File: src/verilog/wpm_pkg.sv
// Package for the wireless power-save and peripheral module-disable block
package wpm_pkg;

  // Register indices on the plain register port
  localparam logic [3:0] ADDR_DISABLE_1   = 4'h0;
  localparam logic [3:0] ADDR_DISABLE_2   = 4'h1;
  localparam logic [3:0] ADDR_DISABLE_3   = 4'h2;
  localparam logic [3:0] ADDR_PWR_CTRL    = 4'h3;
  localparam logic [3:0] ADDR_SLEEP_TIME  = 4'h4;
  localparam logic [3:0] ADDR_WAKE_TIME   = 4'h5;
  localparam logic [3:0] ADDR_PWR_STATUS  = 4'h6;
  localparam logic [3:0] ADDR_LOCK        = 4'h7;

  // Implemented-bit masks of the disable registers
  localparam logic [31:0] DISABLE_1_MASK  = 32'h2589_8991;
  localparam logic [31:0] DISABLE_2_MASK  = 32'hf07f_0f0f;
  localparam logic [31:0] DISABLE_3_MASK  = 32'h1903_1317;
  localparam logic [31:0] DISABLE_RESET   = 32'h0000_0000;

  // Power control register fields
  localparam int CTRL_LIGHT_REQ_BIT       = 0;
  localparam int CTRL_DEEP_REQ_BIT        = 1;
  localparam int CTRL_EXIT_BIT            = 2;
  localparam int CTRL_REG_OFF_BIT         = 30;
  localparam logic [31:0] PWR_CTRL_RESET  = 32'h0000_0000;

  // Default sleep and run dwell counts, in clock cycles
  localparam logic [31:0] SLEEP_TIME_RESET = 32'h0000_0400;
  localparam logic [31:0] WAKE_TIME_RESET  = 32'h0000_0040;

  // Per-domain radio power and clock controls
  typedef struct packed {
    logic osc_on;     // Primary oscillator running
    logic pwr_on;     // Subsystem supply present
    logic reg_clk_on; // Regulator clocks
    logic pll_clk_on; // PLL clock
    logic trx_clk_on; // Transmit and receive chain clocks
    logic retain;     // RAM and register retention active
  } wpm_radio_s;

  // Sleep controller states
  typedef enum logic [4:0] {
    ST_RUN   = 5'b00001,
    ST_LIGHT = 5'b00010,
    ST_DEEP  = 5'b00100,
    ST_WAKE  = 5'b01000,
    ST_OFF   = 5'b10000
  } wpm_state_e;

endpackage

File: src/verilog/wpm_power_ctrl.sv
// Wireless sleep controller and peripheral module-disable register bank
//
// What this block does
// RULE_01: Light sleep entered independently of the processor sleep state.
// RULE_02: Light sleep keeps oscillator on; gates regulator, PLL, radio chain clocks.
// RULE_03: Light and deep sleep keep RAM and radio registers retained.
// RULE_04: Wake releases processor hold so it resumes at next instruction.
// RULE_05: Light sleep ends on timer done, access point data, or processor exit.
// RULE_06: Deep sleep powers down oscillator, regulators, PLL and radio chains.
// RULE_07: Other oscillator users turn a deep sleep request into light sleep.
// RULE_08: Deep sleep entered without putting the whole system to sleep.
// RULE_09: Deep sleep ends on the same three wake events.
// RULE_10: Power-off removes all subsystem power, losing its registers and memory.
// RULE_11: Regulator-off bit 30 of power control enters power-off.
// RULE_12: No hardware wake from power-off; software re-initialises.
// RULE_13: Software saves needed state to retention memory before power-off.
// RULE_14: Disable bit one disables, zero enables; all reset to zero.
// RULE_15: Implemented disable bits are readable, writable and lockable.
// RULE_16: Unimplemented disable positions ignore writes and read zero.
// RULE_17: First register upper half: quad serial, RNG, crypto, DMA, RTC.
// RULE_18: First register lower half: sensing, pattern, converters, voltage detector.
// RULE_19: Voltage detector and converter core bits disable those cores.
// RULE_20: Second register: reference clocks, timers, output compares, input captures.
// RULE_21: Third register: CAN, USB, I2C, wireless, SPI, Ethernet, UARTs.
// RULE_22: Sleep controller cycles run and sleep automatically, dwell times programmable.
// RULE_23: Processor sleep forces radio sleep; radio wake forces processor awake.
// RULE_24: While the lock is set, disable-bit writes are ignored.
// RULE_25: Disable outputs follow the register from the cycle after the write.
module wpm_power_ctrl (
  input  wire logic                    i_mclk,          // System clock, 100 MHz
  input  wire logic                    i_rst_n,         // Synchronous reset, active low
  input  wire logic [3:0]              i_addr,          // Register index
  input  wire logic [31:0]             i_wdata,         // Write data
  input  wire logic                    i_wr,            // Write strobe
  input  wire logic                    i_rd,            // Read strobe
  output logic      [31:0]             o_rdata,         // Read data, cycle after strobe
  input  wire logic                    i_cfg_lock,      // System configuration lock
  input  wire logic                    i_ap_data_pend,  // Access point signals data (pin)
  input  wire logic                    i_osc_other_req, // Other oscillator users (pin)
  input  wire logic                    i_cpu_sleep,     // Processor in its sleep state
  output logic                         o_cpu_wake,      // Pulse forcing processor awake
  output wpm_pkg::wpm_radio_s          o_radio,         // Radio power and clock controls
  output logic      [31:0]             o_disable_1,     // First peripheral disable group
  output logic      [31:0]             o_disable_2,     // Second peripheral disable group
  output logic      [31:0]             o_disable_3      // Third peripheral disable group
);
  import wpm_pkg::*;

  // Register storage
  logic [31:0] dis1_reg;
  logic [31:0] dis1_next;
  logic [31:0] dis2_reg;
  logic [31:0] dis2_next;
  logic [31:0] dis3_reg;
  logic [31:0] dis3_next;
  logic [31:0] ctrl_reg;
  logic [31:0] ctrl_next;
  logic [31:0] sleep_time_reg;
  logic [31:0] sleep_time_next;
  logic [31:0] wake_time_reg;
  logic [31:0] wake_time_next;
  logic [31:0] cnt_reg;
  logic [31:0] cnt_next;
  logic [31:0] rdata_reg;
  logic [31:0] rdata_next;
  logic        wake_reg;
  logic        wake_next;
  wpm_state_e  state_reg;
  wpm_state_e  state_next;

  // Pin synchronisers, two stages each
  logic [1:0]  ap_sync_reg;
  logic [1:0]  osc_sync_reg;
  wire         ap_pend   = ap_sync_reg[1];
  wire         osc_other = osc_sync_reg[1];

  // Masked write of a lockable disable register
  function automatic logic [31:0] lock_wr(input logic [31:0] cur, input logic [31:0] wd,
                                          input logic [31:0] msk, input logic hit,
                                          input logic lk);
    lock_wr = (hit && !lk) ? (wd & msk) : cur; // RULE_15 RULE_16 RULE_24
  endfunction

  // Register map: 0..2 disable groups, 3 power control, 4 sleep dwell,
  // 5 run dwell, 6 state read-back, 7 lock read-back; others read zero.
  // Power control bits: 0 light request, 1 deep request, 2 exit, 30 off.
  // Status and lock indices are read-only, so writes there are dropped.
  // Write decode
  wire wr_dis1  = i_wr && (i_addr == ADDR_DISABLE_1);
  wire wr_dis2  = i_wr && (i_addr == ADDR_DISABLE_2);
  wire wr_dis3  = i_wr && (i_addr == ADDR_DISABLE_3);
  wire wr_ctrl  = i_wr && (i_addr == ADDR_PWR_CTRL);
  wire wr_sleep = i_wr && (i_addr == ADDR_SLEEP_TIME);
  wire wr_wake  = i_wr && (i_addr == ADDR_WAKE_TIME);

  assign dis1_next = lock_wr(dis1_reg, i_wdata, DISABLE_1_MASK, wr_dis1, i_cfg_lock); // RULE_17 RULE_18
  assign dis2_next = lock_wr(dis2_reg, i_wdata, DISABLE_2_MASK, wr_dis2, i_cfg_lock); // RULE_20
  assign dis3_next = lock_wr(dis3_reg, i_wdata, DISABLE_3_MASK, wr_dis3, i_cfg_lock); // RULE_21

  // Dwell times are software programmable
  assign sleep_time_next = wr_sleep ? i_wdata : sleep_time_reg; // RULE_22
  assign wake_time_next  = wr_wake  ? i_wdata : wake_time_reg;  // RULE_22

  // Control bits
  wire light_req = ctrl_reg[CTRL_LIGHT_REQ_BIT];
  wire deep_req  = ctrl_reg[CTRL_DEEP_REQ_BIT];
  wire exit_req  = ctrl_reg[CTRL_EXIT_BIT];
  wire reg_off   = ctrl_reg[CTRL_REG_OFF_BIT];

  // Exit is a self-clearing request, taken in any light or deep sleep cycle that sees it
  wire exit_taken = exit_req && (state_reg == ST_LIGHT || state_reg == ST_DEEP);
  always_comb begin
    ctrl_next = ctrl_reg;
    if (wr_ctrl) begin
      ctrl_next = i_wdata;
    end
    if (exit_taken && !(wr_ctrl && i_wdata[CTRL_EXIT_BIT])) begin
      ctrl_next[CTRL_EXIT_BIT] = 1'b0;
    end
  end

  // Sleep is asked by software or forced by processor sleep
  wire sleep_ask   = light_req || deep_req || i_cpu_sleep; // RULE_01 RULE_08 RULE_23
  wire go_deep     = deep_req && !osc_other;               // RULE_07
  wire timer_done  = (cnt_reg == 32'h0000_0000);
  wire wake_event  = timer_done || ap_pend || exit_req;     // RULE_05 RULE_09

  // Sleep controller: run, sleep, wake cycle with dwell counters
  always_comb begin
    state_next = state_reg;
    cnt_next   = (cnt_reg != 32'h0000_0000) ? cnt_reg - 32'h0000_0001 : cnt_reg;
    wake_next  = 1'b0;
    unique case (state_reg)
      // Run: sleep again only once the run dwell has drained
      ST_RUN: begin
        if (reg_off) begin
          state_next = ST_OFF; // RULE_11
        end else if (sleep_ask && timer_done) begin
          state_next = go_deep ? ST_DEEP : ST_LIGHT; // RULE_07
          cnt_next   = sleep_time_reg;
        end
      end
      // Asleep: power-off and oscillator demand outrank wake events
      ST_LIGHT, ST_DEEP: begin
        if (reg_off) begin
          state_next = ST_OFF; // RULE_11
        end else if (state_reg == ST_DEEP && osc_other) begin
          state_next = ST_LIGHT; // RULE_07
        end else if (wake_event && !(i_cpu_sleep && timer_done && !exit_req && !ap_pend)) begin
          state_next = ST_WAKE; // RULE_05 RULE_09
          wake_next  = 1'b1;    // RULE_04 RULE_23
        end
      end
      // One-cycle wake step that pulses the processor out of sleep
      ST_WAKE: begin
        state_next = ST_RUN;
        cnt_next   = wake_time_reg; // RULE_22
      end
      // Power-off: only software clearing the regulator bit leaves it
      ST_OFF: begin
        if (!reg_off) begin
          state_next = ST_RUN; // RULE_12
          cnt_next   = 32'h0000_0000;
        end
      end
      // Illegal code: recover to run rather than hang
      default: begin
        state_next = ST_RUN;
      end
    endcase
  end

  // Radio power and clock controls by state
  always_comb begin
    o_radio = '{osc_on: 1'b1, pwr_on: 1'b1, reg_clk_on: 1'b1,
                pll_clk_on: 1'b1, trx_clk_on: 1'b1, retain: 1'b0};
    unique case (state_reg)
      ST_LIGHT: o_radio = '{osc_on: 1'b1, pwr_on: 1'b1, reg_clk_on: 1'b0,
                            pll_clk_on: 1'b0, trx_clk_on: 1'b0, retain: 1'b1}; // RULE_02 RULE_03
      ST_DEEP:  o_radio = '{osc_on: 1'b0, pwr_on: 1'b1, reg_clk_on: 1'b0,
                            pll_clk_on: 1'b0, trx_clk_on: 1'b0, retain: 1'b1}; // RULE_06 RULE_03
      ST_OFF:   o_radio = '{osc_on: 1'b0, pwr_on: 1'b0, reg_clk_on: 1'b0,
                            pll_clk_on: 1'b0, trx_clk_on: 1'b0, retain: 1'b0}; // RULE_10
      default:  o_radio = '{osc_on: 1'b1, pwr_on: 1'b1, reg_clk_on: 1'b1,
                            pll_clk_on: 1'b1, trx_clk_on: 1'b1, retain: 1'b0};
    endcase
  end

  // Read mux; unmapped indices read zero
  wire [31:0] status_word = {27'h0, state_reg};
  always_comb begin
    rdata_next = 32'h0000_0000;
    if (i_rd) begin
      unique case (i_addr)
        ADDR_DISABLE_1:  rdata_next = dis1_reg; // RULE_15
        ADDR_DISABLE_2:  rdata_next = dis2_reg;
        ADDR_DISABLE_3:  rdata_next = dis3_reg;
        ADDR_PWR_CTRL:   rdata_next = ctrl_reg;
        ADDR_SLEEP_TIME: rdata_next = sleep_time_reg;
        ADDR_WAKE_TIME:  rdata_next = wake_time_reg;
        ADDR_PWR_STATUS: rdata_next = status_word;
        ADDR_LOCK:       rdata_next = {31'h0, i_cfg_lock};
        default:         rdata_next = 32'h0000_0000;
      endcase
    end
  end

  // First disable group, reset to enabled
  always_ff @(posedge i_mclk) begin
    if (!i_rst_n) begin
      dis1_reg <= DISABLE_RESET; // RULE_14
    end else begin
      dis1_reg <= dis1_next;
    end
  end

  // Second disable group, reset to enabled
  always_ff @(posedge i_mclk) begin
    if (!i_rst_n) begin
      dis2_reg <= DISABLE_RESET; // RULE_14
    end else begin
      dis2_reg <= dis2_next;
    end
  end

  // Third disable group, reset to enabled
  always_ff @(posedge i_mclk) begin
    if (!i_rst_n) begin
      dis3_reg <= DISABLE_RESET; // RULE_14
    end else begin
      dis3_reg <= dis3_next;
    end
  end

  // Power control word
  always_ff @(posedge i_mclk) begin
    if (!i_rst_n) begin
      ctrl_reg <= PWR_CTRL_RESET;
    end else begin
      ctrl_reg <= ctrl_next;
    end
  end

  // Sleep dwell
  always_ff @(posedge i_mclk) begin
    if (!i_rst_n) begin
      sleep_time_reg <= SLEEP_TIME_RESET;
    end else begin
      sleep_time_reg <= sleep_time_next;
    end
  end

  // Run dwell
  always_ff @(posedge i_mclk) begin
    if (!i_rst_n) begin
      wake_time_reg <= WAKE_TIME_RESET;
    end else begin
      wake_time_reg <= wake_time_next;
    end
  end

  // Read data stands one cycle, zero otherwise
  always_ff @(posedge i_mclk) begin
    if (!i_rst_n) begin
      rdata_reg <= 32'h0000_0000;
    end else begin
      rdata_reg <= rdata_next;
    end
  end

  // Controller state
  always_ff @(posedge i_mclk) begin
    if (!i_rst_n) begin
      state_reg <= ST_RUN;
    end else begin
      state_reg <= state_next;
    end
  end

  // Dwell counter starts at zero, so the first sleep request needs no run dwell
  always_ff @(posedge i_mclk) begin
    if (!i_rst_n) begin
      cnt_reg <= 32'h0000_0000;
    end else begin
      cnt_reg <= cnt_next;
    end
  end

  // Registered wake pulse, so the processor never sees a glitch
  always_ff @(posedge i_mclk) begin
    if (!i_rst_n) begin
      wake_reg <= 1'b0;
    end else begin
      wake_reg <= wake_next;
    end
  end

  // Data pending pin is asynchronous, so two stages before any use
  always_ff @(posedge i_mclk) begin
    if (!i_rst_n) begin
      ap_sync_reg <= 2'b00;
    end else begin
      ap_sync_reg <= {ap_sync_reg[0], i_ap_data_pend};
    end
  end

  // Oscillator demand pin, synchronised the same way
  always_ff @(posedge i_mclk) begin
    if (!i_rst_n) begin
      osc_sync_reg <= 2'b00;
    end else begin
      osc_sync_reg <= {osc_sync_reg[0], i_osc_other_req};
    end
  end

  // Disable outputs come straight from the registers
  assign o_disable_1 = dis1_reg; // RULE_19 RULE_25
  assign o_disable_2 = dis2_reg; // RULE_25
  assign o_disable_3 = dis3_reg; // RULE_25
  assign o_rdata     = rdata_reg;
  assign o_cpu_wake  = wake_reg; // RULE_23

  // Limitations a user must know:
  // - Power-off has no hardware wake. Software clears the regulator bit
  //   and must bring the radio up again from scratch; the controller
  //   restarts in run with an empty dwell counter.
  // - Anything the radio needs after power-off has to be saved to the
  //   retention memory first; this block does not do that by itself.
  // - The exit bit clears itself in any light or deep sleep cycle that sees it. A write
  //   that sets it again in that same cycle wins over the clear.
  // - An exit written while running waits and ends the next sleep at once.
  // - Holding the processor asleep suppresses the timer wake only; data
  //   pending and an exit request still wake the radio.
  // - A deep sleep request falls back to light sleep while any other user
  //   holds the oscillator, and drops to light sleep if one appears.
  // - The lock guards the disable groups only; dwell and control words
  //   stay writable so power saving keeps working in a locked system.
  // - Pins are seen two cycles late through their synchronisers, which
  //   trades a little wake latency for freedom from metastability.
  // - Dwell times count system clocks; zero sleep dwell wakes at once.

endmodule

File: config.mk
export PLATFORM = sky130hd
export DESIGN_NAME = wpm_power_ctrl
export DESIGN_NICKNAME = d
export VERILOG_FILES = /design/src/verilog/wpm_pkg.sv /design/src/verilog/wpm_power_ctrl.sv
export SDC_FILE = /design/constraint.sdc
export NUM_CORES = 1
export LEC_CHECK = 0
export ABC_CLOCK_PERIOD_IN_PS = 5900
export BUFFER_PORTS_ARGS = -buffer_cell sky130_fd_sc_hd__buf_4
export CORE_UTILIZATION = 55
export DETAILED_ROUTE_END_ITERATION = 10
export PLACE_DENSITY = 0.79
export SLEW_MARGIN = 20
export SYNTH_ARGS = -nofsm -noshare
export SYNTH_HDL_FRONTEND = slang
export SYNTH_SLANG_ARGS = --single-unit
File: constraint.sdc
create_clock -name i_mclk -period 5.9 [get_ports i_mclk]
set_input_delay 0.885 -clock i_mclk [delete_from_list [all_inputs] [get_ports i_mclk]]
set_output_delay 0.885 -clock i_mclk [all_outputs]
set_load 0.03 [all_outputs]
Word-level counts from Yosys, hierarchy flattened --
Index checks and enable logic that the tools add are counted.
Cells by class: add/subtract/negate cells 1, $mul 0, div/mod/pow operators 0, $lt $le $gt $ge 0, equal/unequal tests 15, shift operators 0, muxes and demuxes 16, bitwise logic cells 2, reductions and logical operators 38
Operator list (count):
- $pmux W32 S8 | 1
- $mux W32 | 4
- $pmux W32 S3 | 1
- $logic_not A32 Y1 | 1
- $reduce_bool A32 Y1 | 1
- $sub A32 B1 Y32 const B | 1
- $mux W5 | 6
- $logic_and A1 B1 Y1 | 19
- $pmux W6 S3 | 1
- $eq A4 B3 Y1 const B | 4
- $pmux W5 S3 | 1
- $eq A4 B2 Y1 const B | 2
- $logic_not A1 Y1 | 6
- $eq A5 B1 Y1 const B | 1
- $eq A5 B2 Y1 const B | 1
- $eq A5 B3 Y1 const B | 1
- $eq A5 B4 Y1 const B | 1
- $eq A5 B5 Y1 const B | 1
- $logic_or A1 B1 Y1 | 5
- $eq A4 B1 Y1 const B | 1
- $logic_not A4 Y1 | 1
- $ne A4 B4 Y1 const B | 1
- $reduce_or A2 Y1 | 2
- $reduce_or A4 Y1 | 1
- other kinds (7) | 8
Storage, ports and cells: register bits after elaboration 213, latch bits 0, RAM bits 0, memory bits (read-only) 0, input bits 44, output and inout port bits 135, word-level logic and storage cells 85, memories 0

Depth between registers and ports, before layout --
depth after elaboration 10, gate-level depth with buffers 10, depth with buffers taken out 8

Worst setup path before layout --
Ideal clock, no wire load.
path type reg2out, from register state_reg[2], to output port o_radio[2] (netlist name), arrival time 2496 ps, data required time 5015 ps, path slack 2519 ps, cell stages (with the launch flop) 6, path buffers 2, cells stage by stage dfxtp_1 > clkbuf_1 > xnor2_1 > nor4_1 > a31oi_1 > buf_4
RTL lines:
- start, declared | RTL line wpm_power_ctrl.sv:68 | wpm_state_e state_reg;
- start signal, assigned | RTL line wpm_power_ctrl.sv:276 | state_reg <= state_next;
- end, declared | RTL line wpm_power_ctrl.sv:42 | output wpm_pkg::wpm_radio_s o_radio,

Worst setup path after layout --
from register cnt_reg[22], to register cnt_reg[14]
On the way: word-level cells in the longest chain between the ends 5, elaborated cells on any way between the ends 8, those cells by class mux: 5; reduce/logical: 3
RTL lines:
- start, declared | RTL line wpm_power_ctrl.sv:62 | logic [31:0] cnt_reg;
- start signal, assigned | RTL line wpm_power_ctrl.sv:285 | cnt_reg <= cnt_next;
- $reduce_bool A32 Y1 or $logic_not A32 Y1 (tied branches) | RTL line wpm_power_ctrl.sv:131, wpm_power_ctrl.sv:125
- $mux W32 or $logic_and A1 B1 Y1 (tied branches) | RTL line wpm_power_ctrl.sv:131, wpm_power_ctrl.sv:138
- $mux W32 | RTL line wpm_power_ctrl.sv:138 | end else if (sleep_ask && timer_done) begin
- $mux W32 | RTL line wpm_power_ctrl.sv:136 | if (reg_off) begin
- $pmux W32 S3 (*) | RTL line wpm_power_ctrl.sv:133 | unique case (state_reg)
Mark *: on every way between the ends. The rest lies on a longest branch, timed or not. A chain may end at the register's enable or synchronous reset.

==> metrics.yaml <==
route:
  vias_per_cell: 6.04
  drt_pass1_iterations: 6
  drtIter0Drc: 1161
  num_vias: 8909
  drt-total-wl_um: 27800
  wl_per_cell_um: 18.9
  drc: 0
  ant_nets: 0
placement:
  portBuffers: 125
  gp_congestion: 0.879
  hpwlAfterDp_um: 18000
  place_inst: 1436
final_layout:
  syn_to_final_growth_pct: 16.9
  n_antenna_cell: 0
  stdcell_count: 1476
  nFillCells: 1405
  drive_gt1_share_pct: 16.0
  final_util_pct: 65.6
  nets: 1286
clock_tree:
  cts_tree: "built"
  clk_pin_slew_ps: 60
  cts_max_level: 1
  cts_hold_buf: 0
  cts_sinks: 213
  worstSkewPairLatency_ps: 510
  cts_root_buf: "clkbuf_16"
  post_cts_resized: 0
  clockBufferDepth: 3
  cts_setup_buffers: 0
  cts_made_buffers: 22
timing:
  drv_slew: 0
  rsz0062_at_grt: "false"
  setup_viol_count_final: 0
  post-route-period-util_pct: 57.2
  fin_crit_ps: 3370
  finalSetupTns_ps: 0
  hold_ws_ps: 443
  max_slew.worst_pin.slew_ps: 1030
  skew_ps: 12.7
  clock.fmax_mhz: 296
  hold_viol: 0
  relSlewSlack_pct: 31.1
worst_setup_path:
  cp-start-kind: "register"
  r2r_end: "cnt_reg[14]"
  worstPathArrival_ps: 3790
  r2r_cells: 7
  crit_slowest_cell: "nor3_4"
  r2r_start: "cnt_reg[22]"
  cp_top_family: "simple AND/OR/NAND/NOR gates"
  r2r_slack_ps: 2530
  critPathKind: "reg2reg"
  path_max_fanout: 18
  crit_required_ps: 6310
  cp-end-kind: "register"
  cpPeakStageDelay_ps: 640
  cp.buffers_inverters: 1
  crit_chain: "or4_4 > or4b_4 > or3_1 > nor3_4 > buf_4 > a22oi_1 > o22ai_1"
flow_run:
  maxCapViolCount: 0
power_and_ir_drop:
  power.share.switching_pct: 34.1
  total_power_w: 0.00436
  p_switching_w: 0.00148
  vdd_drop_max_v: 0.000206
  p_int_w: 0.00287
  p_seq_share_pct: 38.3
  power_frac_comb_pct: 29.0
  pwr-share-clk_pct: 32.7
  power.leakage_nw: 3.88
  power_density_mw_per_mm2: 403
floorplan:
  coreArea_sq_mm: 0.0165
  num_rows: 47
  die_width_um: 132
  dieHeight_um: 132
  dieArea_sq_mm: 0.0173
  io_pins: 179
  initial_core_util_pct: 56.1
grt:
  grt_pass1_vias: 8076
  use_met1_pct: 43.6
  grt_max_degree: 90
  track_usage_pct: 31.1
  grt.busiest_layer: "met2"
  use_met3_pct: 5.56
  grt_antenna_before_repair: 0
  grt_first_pass_wirelength_um: 43500
  grt.met2_usage_pct: 47.8
  overflow: 0
synthesis:
  ys_seq_area_share_pct: 46.1
  synth_common_cells: "316 x nand2_1, 213 x dfxtp_1, 175 x a21oi_1"
  avgSynthCellArea_sq_um: 7.97
  ys_types: 56
  synth_top_area_share_pct: 46.1
  synth_area_leaders: "dfxtp_1 46%, nand2_1 13%, a21oi_1 9.5%"
  yosysMostFrequentCell: "nand2_1"
  yosysTopAreaCell: "dfxtp_1"
  yosysWarningCount: 0
  syn_inst: 1159
  synth-seq-cells: 213
  synth_edf_count: 0
  synthFlopType: "dfxtp_1"
  synth_async_sr_flop_share_pct: 0
  syn_area_sq_mm: 0.00924
min_path:
  hold_class: "reg2reg"
  holdPathEnd: "ap_sync_reg[1]"
  whs_path_depth: 1
  worstHoldStart: "ap_sync_reg[0]"
status:
  status: "finished, final reports clean"
## metal layers
layer	routed length (um)	share of wire [%]
met3	3200	12
met1	11600	42
met2	12500	45
met5	0	0
met4	525	1.9
## stage by stage
step	setup slack (ps)	instance area, sq um
CTS	2550	10800
floorplan	2520	9440
global route	2400	10800
finish	2530	10800
global placement	2730	10100
detailed placement	2610	10100
## cells in the final DEF (no fill, tap or decap), types with 3 or more instances in the layout
| master | synthesis | layout |
|---|---|---|
| clkbuf_1 | 71 | 5 |
| a22oi_2 | 3 | 3 |
| o31ai_1 | 4 | 4 |
| o22ai_1 | 11 | 11 |
| nand4_1 | 5 | 5 |
| or2_2 | 3 | 3 |
| o211ai_1 | 3 | 3 |
| inv_1 | 4 | 4 |
| a21oi_1 | 175 | 175 |
| o31a_1 | 4 | 4 |
| buf_4 | 56 | 142 |
| and2_1 | 9 | 9 |
| nand2_1 | 316 | 315 |
| mux2i_1 | 3 | 3 |
| clkbuf_8 | 0 | 8 |
| nor3_2 | 0 | 4 |
| a222oi_1 | 16 | 16 |
| xnor2_1 | 6 | 6 |
| nand3_1 | 8 | 8 |
| nor2_1 | 34 | 32 |
| clkinv_2 | 0 | 3 |
| nand3b_1 | 3 | 3 |
| o21ai_0 | 21 | 21 |
| nand2b_1 | 9 | 9 |
| nor4_1 | 13 | 12 |
| xor2_1 | 6 | 6 |
| a31oi_1 | 12 | 12 |
| a22oi_1 | 77 | 77 |
| or3_1 | 11 | 11 |
| dfxtp_1 | 213 | 213 |
| clkbuf_16 | 0 | 23 |
| nor2b_1 | 3 | 3 |
| nor3_1 | 20 | 16 |
| conb_1 | 1 | 53 |
## worst register-to-register path, stage by stage (launching register included)
cell and delay (ps):
dfxtp_1 330, or4_4 570, or4b_4 530, or3_1 510, nor3_4 640, buf_4 360, a22oi_1 130, o22ai_1 200
## cell type report
class	count	area, sq um	area share [%]
timing repair buffer	142	1070	9.87
sequential	213	4260	39.5
clock buffer	36	704	6.52
tap	220	275	2.55
multi-input combinational	856	4430	41.0
clock inverter	4	45.0	0.417
inverter	5	21.3	0.197
## power by group through the flow
stage | clock network, W | logic [W] | registers [W]
finish | 0.00142 | 0.00126 | 0.00167
global route | 0.00149 | 0.00136 | 0.00168
CTS | 0.00143 | 0.00123 | 0.00166
detailed placement | 0 | 0.00122 | 0.00169
global placement | 0 | 0.00119 | 0.00169
floorplan | 0 | 0.000996 | 0.00166
## kinds of logic after synthesis
kind of cell	Yosys count	synth area share [%]
xor+xnor	12	1.14
mux	5	0.569
fa+ha+maj	2	0.271
other cells	1	0.0406
flops	213	46.1
compound gates	335	22.3
buf+inv	142	8.43
simple gates	449	21.1
## worst max-delay path by stage
| stage | start | end | cells after the start |
|---|---|---|---|
| CTS | cnt_reg[22] | cnt_reg[14] | 7 |
| finish | cnt_reg[22] | cnt_reg[14] | 7 |
| floorplan | state_reg[2] | o_radio[2] | 5 |
| global route | cnt_reg[26] | cnt_reg[14] | 7 |
| detailed placement | cnt_reg[22] | cnt_reg[20] | 7 |
| global placement | cnt_reg[22] | cnt_reg[31] | 7 |
Note: power is estimated with default switching activity, not from simulation.
